<file path="src/verilog/pdu_pkg.sv">
// Purpose: constants and types for the peripheral disable unit
// Assumes: axi4-lite register bus, 32-bit data, 16-bit control registers
// Notes: register map and bit positions of the three disable registers
`default_nettype none

package pdu_pkg;

	// ****************************************************************
	// bus geometry
	// ****************************************************************
	localparam int PDU_ADDR_W = 4;
	localparam int PDU_DATA_W = 32;
	localparam int PDU_REG_W = 16;
	localparam int PDU_STRB_W = PDU_DATA_W / 8;

	// ****************************************************************
	// register map (byte addresses)
	// ****************************************************************
	localparam logic [PDU_ADDR_W-1:0] PDU_OFS_CTRL_1 = 4'h0;
	localparam logic [PDU_ADDR_W-1:0] PDU_OFS_CTRL_2 = 4'h4;
	localparam logic [PDU_ADDR_W-1:0] PDU_OFS_CTRL_3 = 4'h8;

	// ****************************************************************
	// responses
	// ****************************************************************
	localparam logic [1:0] PDU_RESP_OKAY = 2'h0;
	localparam logic [1:0] PDU_RESP_SLVERR = 2'h2;

	// ****************************************************************
	// reset value and implemented bits
	// ****************************************************************
	localparam logic [PDU_REG_W-1:0] PDU_CTRL_RST = 16'h0000;
	localparam logic [PDU_REG_W-1:0] PDU_IMPL_1 = 16'hf9ff;
	localparam logic [PDU_REG_W-1:0] PDU_IMPL_2 = 16'hffff;
	localparam logic [PDU_REG_W-1:0] PDU_IMPL_3 = 16'hf003;

	// ****************************************************************
	// bit positions, periph_disable_ctrl_1
	// ****************************************************************
	localparam int PDU_B1_TIMER5 = 15;
	localparam int PDU_B1_TIMER4 = 14;
	localparam int PDU_B1_TIMER3 = 13;
	localparam int PDU_B1_TIMER2 = 12;
	localparam int PDU_B1_TIMER1 = 11;
	localparam int PDU_B1_CODEC = 8;
	localparam int PDU_B1_I2C1 = 7;
	localparam int PDU_B1_UART2 = 6;
	localparam int PDU_B1_UART1 = 5;
	localparam int PDU_B1_SPI2 = 4;
	localparam int PDU_B1_SPI1 = 3;
	localparam int PDU_B1_CAN2 = 2;
	localparam int PDU_B1_CAN1 = 1;
	localparam int PDU_B1_ADC1 = 0;

	// ****************************************************************
	// bit positions, periph_disable_ctrl_2 and _3
	// ****************************************************************
	localparam int PDU_B2_CAPTURE_LSB = 8;
	localparam int PDU_B2_COMPARE_LSB = 0;
	localparam int PDU_B3_TIMER6_LSB = 12;
	localparam int PDU_B3_I2C2 = 1;
	localparam int PDU_B3_ADC2 = 0;

	// ****************************************************************
	// block state
	// ****************************************************************
	typedef struct packed {
		logic [PDU_REG_W-1:0] ctrl1;
		logic [PDU_REG_W-1:0] ctrl2;
		logic [PDU_REG_W-1:0] ctrl3;
		logic [PDU_REG_W-1:0] en1;
		logic [PDU_REG_W-1:0] en2;
		logic [PDU_REG_W-1:0] en3;
		logic awready;
		logic wready;
		logic aw_full;
		logic w_full;
		logic [PDU_ADDR_W-1:0] awaddr;
		logic [PDU_DATA_W-1:0] wdata;
		logic [PDU_STRB_W-1:0] wstrb;
		logic bvalid;
		logic [1:0] bresp;
		logic arready;
		logic rvalid;
		logic [PDU_DATA_W-1:0] rdata;
		logic [1:0] rresp;
	} pdu_state_t;

endpackage

`default_nettype wire

</file>
<file path="src/verilog/pdu_top.sv">
// Purpose: peripheral disable unit, three disable registers over axi4-lite
// Assumes: one clock, synchronous active-high reset, one instruction cycle = one clk
// Notes: enables feed peripheral clock gates and register-access blocks
//
// Contract
// a set disable bit stops every clock of that peripheral; clear lets it run.
// a disabled peripheral ignores register writes; its reads are undefined.
// enabled only when bit clear and peripheral present in this variant.
// all disable bits read zero after reset, present peripherals start enabled.
// setting a bit disables its peripheral one instruction cycle later.
// clearing a bit enables its peripheral one instruction cycle later.
// register 1 bits 15..11 disable timers 5 down to 1.
// register 1 bit 8 disables the codec interface; bits 10..9 read zero.
// register 1 bits 7..0: i2c1, uart2, uart1, spi2, spi1, can2, can1, adc1.
// register 2 bits 15..8 disable input captures 8 down to 1.
// register 2 bits 7..0 disable output compares 8 down to 1.
// register 3 bits 15..12 disable timers 9 down to 6.
// register 3 bit 1 i2c2, bit 0 adc2; bits 11..2 read zero.
// each bit drives a glitch-free clock gate and access block; reads return writes.
`timescale 1ns/1ps
`default_nettype none

module pdu_top
	import pdu_pkg::*;
#(
	parameter logic [PDU_REG_W-1:0] PRESENT_1 = PDU_IMPL_1,
	parameter logic [PDU_REG_W-1:0] PRESENT_2 = PDU_IMPL_2,
	parameter logic [PDU_REG_W-1:0] PRESENT_3 = PDU_IMPL_3
) (
	input wire logic clk,
	input wire logic sys_rst,
	input wire logic [PDU_ADDR_W-1:0] s_axi_awaddr,
	input wire logic [2:0] s_axi_awprot,
	input wire logic s_axi_awvalid,
	output logic s_axi_awready,
	input wire logic [PDU_DATA_W-1:0] s_axi_wdata,
	input wire logic [PDU_STRB_W-1:0] s_axi_wstrb,
	input wire logic s_axi_wvalid,
	output logic s_axi_wready,
	output logic [1:0] s_axi_bresp,
	output logic s_axi_bvalid,
	input wire logic s_axi_bready,
	input wire logic [PDU_ADDR_W-1:0] s_axi_araddr,
	input wire logic [2:0] s_axi_arprot,
	input wire logic s_axi_arvalid,
	output logic s_axi_arready,
	output logic [PDU_DATA_W-1:0] s_axi_rdata,
	output logic [1:0] s_axi_rresp,
	output logic s_axi_rvalid,
	input wire logic s_axi_rready,
	output logic timer5_on,
	output logic timer4_on,
	output logic timer3_on,
	output logic timer2_on,
	output logic timer1_on,
	output logic codec_if_on,
	output logic i2c_first_on,
	output logic uart_second_on,
	output logic uart_first_on,
	output logic spi_second_on,
	output logic spi_first_on,
	output logic can_second_on,
	output logic can_first_on,
	output logic adc_first_on,
	output logic [7:0] capture_on,
	output logic [7:0] compare_on,
	output logic [3:0] timer6_9_on,
	output logic i2c_second_on,
	output logic adc_second_on
);

	// ****************************************************************
	// elaboration checks
	// ****************************************************************
	generate
		if ((PRESENT_1 & ~PDU_IMPL_1) != 16'h0000) begin : g_chk1
			$error("PRESENT_1 marks an unimplemented bit");
		end
		if ((PRESENT_2 & ~PDU_IMPL_2) != 16'h0000) begin : g_chk2
			$error("PRESENT_2 marks an unimplemented bit");
		end
		if ((PRESENT_3 & ~PDU_IMPL_3) != 16'h0000) begin : g_chk3
			$error("PRESENT_3 marks an unimplemented bit");
		end
	endgenerate

	// ****************************************************************
	// reset value of the state
	// ****************************************************************
	localparam pdu_state_t PDU_STATE_RST = '{
		ctrl1: PDU_CTRL_RST,
		ctrl2: PDU_CTRL_RST,
		ctrl3: PDU_CTRL_RST,
		en1: PRESENT_1,
		en2: PRESENT_2,
		en3: PRESENT_3,
		awready: 1'b1,
		wready: 1'b1,
		aw_full: 1'b0,
		w_full: 1'b0,
		awaddr: '0,
		wdata: '0,
		wstrb: '0,
		bvalid: 1'b0,
		bresp: PDU_RESP_OKAY,
		arready: 1'b1,
		rvalid: 1'b0,
		rdata: '0,
		rresp: PDU_RESP_OKAY
	};

	pdu_state_t st_r;
	pdu_state_t st_nxt;
	logic [PDU_REG_W-1:0] wr_val;
	logic [PDU_REG_W-1:0] rd_val;
	logic rd_hit;
	logic wr_hit;

	// ****************************************************************
	// write merge by byte strobes
	// ****************************************************************
	function automatic logic [PDU_REG_W-1:0] pdu_merge(
		input logic [PDU_REG_W-1:0] old_v,
		input logic [PDU_DATA_W-1:0] data,
		input logic [PDU_STRB_W-1:0] strb,
		input logic [PDU_REG_W-1:0] impl
	);
		logic [PDU_REG_W-1:0] v;
		v = old_v;
		if (strb[0]) begin
			v[7:0] = data[7:0];
		end
		if (strb[1]) begin
			v[15:8] = data[15:8];
		end
		return v & impl;
	endfunction

	// ****************************************************************
	// next state
	// ****************************************************************
	always_comb begin
		st_nxt = st_r;
		wr_val = '0;
		rd_val = '0;
		rd_hit = 1'b1;
		wr_hit = 1'b1;

		// write address and data, taken in either order
		if (s_axi_awvalid && st_r.awready) begin
			st_nxt.awaddr = s_axi_awaddr;
			st_nxt.aw_full = 1'b1;
			st_nxt.awready = 1'b0;
		end
		if (s_axi_wvalid && st_r.wready) begin
			st_nxt.wdata = s_axi_wdata;
			st_nxt.wstrb = s_axi_wstrb;
			st_nxt.w_full = 1'b1;
			st_nxt.wready = 1'b0;
		end

		// commit once both halves are held
		if (st_r.aw_full && st_r.w_full && !st_r.bvalid) begin
			case (st_r.awaddr)
				PDU_OFS_CTRL_1: begin
					wr_val = pdu_merge(st_r.ctrl1, st_r.wdata, st_r.wstrb, PDU_IMPL_1);
					st_nxt.ctrl1 = wr_val;
				end
				PDU_OFS_CTRL_2: begin
					wr_val = pdu_merge(st_r.ctrl2, st_r.wdata, st_r.wstrb, PDU_IMPL_2);
					st_nxt.ctrl2 = wr_val;
				end
				PDU_OFS_CTRL_3: begin
					wr_val = pdu_merge(st_r.ctrl3, st_r.wdata, st_r.wstrb, PDU_IMPL_3);
					st_nxt.ctrl3 = wr_val;
				end
				default: begin
					wr_hit = 1'b0;
				end
			endcase
			st_nxt.aw_full = 1'b0;
			st_nxt.w_full = 1'b0;
			st_nxt.bvalid = 1'b1;
			st_nxt.bresp = wr_hit ? PDU_RESP_OKAY : PDU_RESP_SLVERR;
		end

		// write response
		if (st_r.bvalid && s_axi_bready) begin
			st_nxt.bvalid = 1'b0;
			st_nxt.awready = 1'b1;
			st_nxt.wready = 1'b1;
		end

		// read
		if (s_axi_arvalid && st_r.arready) begin
			case (s_axi_araddr)
				PDU_OFS_CTRL_1: begin
					rd_val = st_r.ctrl1;
				end
				PDU_OFS_CTRL_2: begin
					rd_val = st_r.ctrl2;
				end
				PDU_OFS_CTRL_3: begin
					rd_val = st_r.ctrl3;
				end
				default: begin
					rd_hit = 1'b0;
				end
			endcase
			st_nxt.arready = 1'b0;
			st_nxt.rvalid = 1'b1;
			st_nxt.rdata = {{(PDU_DATA_W-PDU_REG_W){1'b0}}, rd_val};
			st_nxt.rresp = rd_hit ? PDU_RESP_OKAY : PDU_RESP_SLVERR;
		end
		if (st_r.rvalid && s_axi_rready) begin
			st_nxt.rvalid = 1'b0;
			st_nxt.arready = 1'b1;
		end

		// enables follow the registers one cycle later
		st_nxt.en1 = ~st_r.ctrl1 & PRESENT_1;
		st_nxt.en2 = ~st_r.ctrl2 & PRESENT_2;
		st_nxt.en3 = ~st_r.ctrl3 & PRESENT_3;
	end

	// ****************************************************************
	// state register
	// ****************************************************************
	always_ff @(posedge clk) begin
		if (sys_rst) begin
			st_r <= PDU_STATE_RST;
		end else begin
			st_r <= st_nxt;
		end
	end

	// ****************************************************************
	// outputs
	// ****************************************************************
	// each enable gates a glitch-free clock cell and the register port
	assign s_axi_awready = st_r.awready;
	assign s_axi_wready = st_r.wready;
	assign s_axi_bvalid = st_r.bvalid;
	assign s_axi_bresp = st_r.bresp;
	assign s_axi_arready = st_r.arready;
	assign s_axi_rvalid = st_r.rvalid;
	assign s_axi_rdata = st_r.rdata;
	assign s_axi_rresp = st_r.rresp;
	assign timer5_on = st_r.en1[PDU_B1_TIMER5];
	assign timer4_on = st_r.en1[PDU_B1_TIMER4];
	assign timer3_on = st_r.en1[PDU_B1_TIMER3];
	assign timer2_on = st_r.en1[PDU_B1_TIMER2];
	assign timer1_on = st_r.en1[PDU_B1_TIMER1];
	assign codec_if_on = st_r.en1[PDU_B1_CODEC];
	assign i2c_first_on = st_r.en1[PDU_B1_I2C1];
	assign uart_second_on = st_r.en1[PDU_B1_UART2];
	assign uart_first_on = st_r.en1[PDU_B1_UART1];
	assign spi_second_on = st_r.en1[PDU_B1_SPI2];
	assign spi_first_on = st_r.en1[PDU_B1_SPI1];
	assign can_second_on = st_r.en1[PDU_B1_CAN2];
	assign can_first_on = st_r.en1[PDU_B1_CAN1];
	assign adc_first_on = st_r.en1[PDU_B1_ADC1];
	assign capture_on = st_r.en2[PDU_B2_CAPTURE_LSB +: 8];
	assign compare_on = st_r.en2[PDU_B2_COMPARE_LSB +: 8];
	assign timer6_9_on = st_r.en3[PDU_B3_TIMER6_LSB +: 4];
	assign i2c_second_on = st_r.en3[PDU_B3_I2C2];
	assign adc_second_on = st_r.en3[PDU_B3_ADC2];

	logic unused_prot;
	assign unused_prot = ^{s_axi_awprot, s_axi_arprot};

endmodule // pdu_top

`default_nettype wire

</file>
<file path="config.mk">
export PLATFORM = sky130hd
export DESIGN_NAME = pdu_top
export DESIGN_NICKNAME = d
export VERILOG_FILES = /design/src/verilog/pdu_pkg.sv /design/src/verilog/pdu_top.sv
export SDC_FILE = /design/constraint.sdc
export NUM_CORES = 1
export LEC_CHECK = 0
export BUFFER_PORTS_ARGS = -buffer_cell sky130_fd_sc_hd__buf_2
export CELL_PAD_IN_SITES_DETAIL_PLACEMENT = 1
export CELL_PAD_IN_SITES_GLOBAL_PLACEMENT = 1
export CORE_MARGIN = 2
export CORE_UTILIZATION = 40
export CTS_BUF_LIST = sky130_fd_sc_hd__clkbuf_4
export DETAILED_ROUTE_END_ITERATION = 12
export GPL_TIMING_DRIVEN = 1
export PLACE_DENSITY = 0.85
export SLEW_MARGIN = 10
export SYNTH_ARGS = -nofsm -noshare
export SYNTH_HDL_FRONTEND = slang
export SYNTH_SLANG_ARGS = --single-unit
export TNS_END_PERCENT = 5
</file>
<file path="constraint.sdc">
create_clock -name clk -period 1.7 [get_ports clk]
set_input_delay 0.34 -clock clk [delete_from_list [all_inputs] [get_ports clk]]
set_output_delay 0.34 -clock clk [all_outputs]
set_load 0.1 [all_outputs]
</file>
==> flow_summary_export.csv <==
group,metric,value,unit
status,status,"complete, no violations",
synthesis,yosys.cell_types.count,32,
clock_network,root_buffer,"clkbuf_4",
timing,hold_slack,58.6,ps
timing,period_minus_slack,1620,ps
clock_network,htreeDepth,4,
clock_network,cts_buffers,17,
timing,skew,14.3,ps
synthesis,synth_largest_area_cell,"dfxtp_1",
timing,hold_viol,0,
clock_network,post-cts-setup-buffers,0,
route,viasPerCell,4.83,
route,drc,0,
pwr,peakVddDrop,294,uV
placed_design,dpl.hpwl,7650,um
route,final_antenna_net_count,0,
synthesis,syn_inst,443,
worst_setup_path,path_delay_family,"buffers and inverters",
worst_setup_path,start_kind,"flop",
pwr,p_leak,2.10,nW
pwr,clkPwrFrac,0.297,
worst_setup_path,path_class,"flop to output port",
pwr,switching_share,0.284,
route,wl_per_cell,15.8,um
finish,nets,561,
clock_network,clk_pin_slew,90,ps
worst_setup_path,worstPathRequired,1360,ps
synthesis,yosysSeqAreaShare,0.527,
placed_design,portBuffers,91,
worst_setup_path,end_kind,"output port",
route,routed_wl,10300,um
pwr,seq_power_share,0.591,
finish,fill_cells,1278,
timing,fin_crit_sh,0.952,
route,drt-pass1-iter-count,7,
synthesis,ys_warn_count,0,
run,maxCapViolCount,0,
floorplan,die_x,110,um
pwr,switchingPower,1.38,mW
synthesis,ys_ff_latch,119,
timing,relSlewSlack,0.626,
clock_network,cts.sinks,119,
floorplan,die_y,110,um
floorplan,start_util,0.414,
worst_setup_path,worstPathArrival,1280,ps
grt,globalRoute.totalOverflow,0,
synthesis,synth.avg_cell_area,10.2,um^2
clock_network,clock_latency,510,ps
synthesis,netlist_area,0.00452,mm^2
route,vias,3151,
pwr,p_int,3.48,mW
route,first_iter_violations,98,
grt,grt_pass1_vias,3210,
worst_setup_path,path_cells,"buf_2",
timing,rsz0062_at_grt,"no",
finish,instances_no_fill,653,
floorplan,io_pins,134,
synthesis,synth_top_area_share,0.527,
finish,final_area,0.00504,mm^2
finish,mostFrequentLayoutCells,"dfxtp_1 (117), buf_2 (66), nand2b_1 (52)",
worst_setup_path,crit_slowest_cell,"buf_2",
floorplan,coreArea,0.0109,mm^2
timing,maxSlewViolCount,0,
grt,antenna_found_initial,1,
hold_path,min_path_type,"input port to flop",
grt,grtUsageTotal,0.182,
timing,timing.fmax,618,MHz
timing,tightest_slew,560,ps
floorplan,die_area,0.0122,mm^2
grt,grt_max_degree,49,
finish,layout_commonest_cell,"dfxtp_1",
clock_network,cts_buffer_depth,2,
pwr,power,4.86,mW
grt,grt_pass1_wl,16300,um
worst_setup_path,crit_buf_inv,1,
synthesis,ys_top_cells_by_area,"dfxtp_1 (53%), buf_4 (9.6%), mux2i_1 (8.0%)",
placed_design,dpl-instance-area,0.00477,mm^2
finish,area_growth,11.5,%
clock_network,cts_tree,"done",
finish,drive_above_1_share,0.281,
timing,setup_viol_count_final,0,
pwr,power_density,965,mW/mm^2
pwr,power_frac_comb,0.112,
placed_design,routabilityCongestion,0.770,
worst_setup_path,critPathMaxFanout,1,
worst_setup_path,cp_slowest_stage_delay,430,ps
placed_design,dp.cells,623,
floorplan,rows,38,
-- state kept, by name, indices dropped and copies added, names as in the netlist, 4 cells and up --
name         count
capture_on       8
compare_on       8
s_axi_rdata     16
st_r            60
timer6_9_on      4
-- power groups by stage --
stage	Sequential (mW)	Combinational, mW	Clock [mW]
3_3_place_gp	2.93	0.525	0
6_report	2.87	0.546	1.44
2_1_floorplan	2.99	0.406	0
5_1_grt	2.88	0.586	1.64
4_1_cts	2.87	0.547	1.51
3_5_place_dp	2.94	0.537	0
-- timing repair --
item,4_1_cts,5_1_grt
endpoints found under the hold margin,2,0
hold buffers,2,0
endpoints found under the setup margin,7,19
gates cloned,0,0
gates resized for setup,8,19
-- worst register-to-register path, delay by kind of cell (launching register included) --
kind                   cells  cell delay (ps)
DFF                        1              340
muxes                      1              250
buffers and inverters      1              200
and+or+nand+nor            2              670
-- through the flow --
stage                util  TNS [ps]  setup slack (ps)
floorplan               -     -5460              -170
global placement    0.437         0               268
detailed placement  0.437         0               183
CTS                 0.457         0              2.73
global route        0.461         0             0.152
finish              0.461         0              81.2
-- final cells by class --
class | instances | area [um^2] | share of cell area
clock buffer | 18 | 135 | 0.0268
antenna | 1 | 2.50 | 0.000496
inverter | 5 | 18.8 | 0.00372
sequential | 119 | 2380 | 0.473
tap | 140 | 175 | 0.0347
timing repair buffer | 103 | 617 | 0.122
multi-input combinational | 258 | 1670 | 0.331
clock inverter | 9 | 41.3 | 0.00819
-- layer usage --
| layer | vias to the layer above | GRT usage | share of wire |
|---|---|---|---|
| met5 | - | 0 | 0 |
| met4 | 0 | 0.0821 | 0.015 |
| met3 | 11 | 0.0535 | 0.053 |
| met2 | 83 | 0.299 | 0.49 |
| met1 | 1504 | 0.220 | 0.44 |
| li1 | 1553 | - | - |
-- cells in the mapped netlist --
| master | instances |
|---|---|
| nor2b_1 | 2 |
| dfxtp_1 | 119 |
| clkbuf_1 | 13 |
| nor4_4 | 1 |
| mux2_2 | 9 |
| buf_2 | 7 |
| conb_1 | 1 |
| mux2i_1 | 36 |
| nand3b_1 | 7 |
| nand4_2 | 1 |
| a211oi_1 | 3 |
| and4bb_2 | 1 |
| nor3_1 | 3 |
| nor4_2 | 1 |
| nand2_1 | 44 |
| a21oi_1 | 26 |
| and3b_1 | 1 |
| nand2b_1 | 52 |
| nand3_2 | 1 |
| inv_1 | 5 |
| a32oi_1 | 10 |
| nand3_1 | 5 |
| a222oi_1 | 6 |
| and4_1 | 2 |
| nor2_1 | 14 |
| a221o_1 | 1 |
| buf_4 | 58 |
| nor3_2 | 1 |
| and3_2 | 2 |
| and2_1 | 1 |
| o21ai_0 | 8 |
| nand4_1 | 2 |
-- cells by family (layout without fill, tap and decap cells) --
group                  count (synthesis)  count (layout)  synth area share
AND/OR/NAND/NOR                      141             141             0.174
flip-flops                           119             119             0.527
buffers and inverters                 83             135             0.119
AO/OA/AOI/OAI                         54              54            0.0775
multiplexers                          45              45             0.102
other                                  1              19          0.000829
-- final timing paths --
kind	startpoint	end	slack, ps	cells past startpoint
max reg2reg	s_axi_bvalid	st_r[152]	160	4
min reg2reg	st_r[164]	can_first_on	430	1
min	s_axi_wdata[7]	st_r[50]	60	3
max	capture_on[1]	capture_on[1]	80	1
Note: power is estimated with default switching activity, not from simulation.
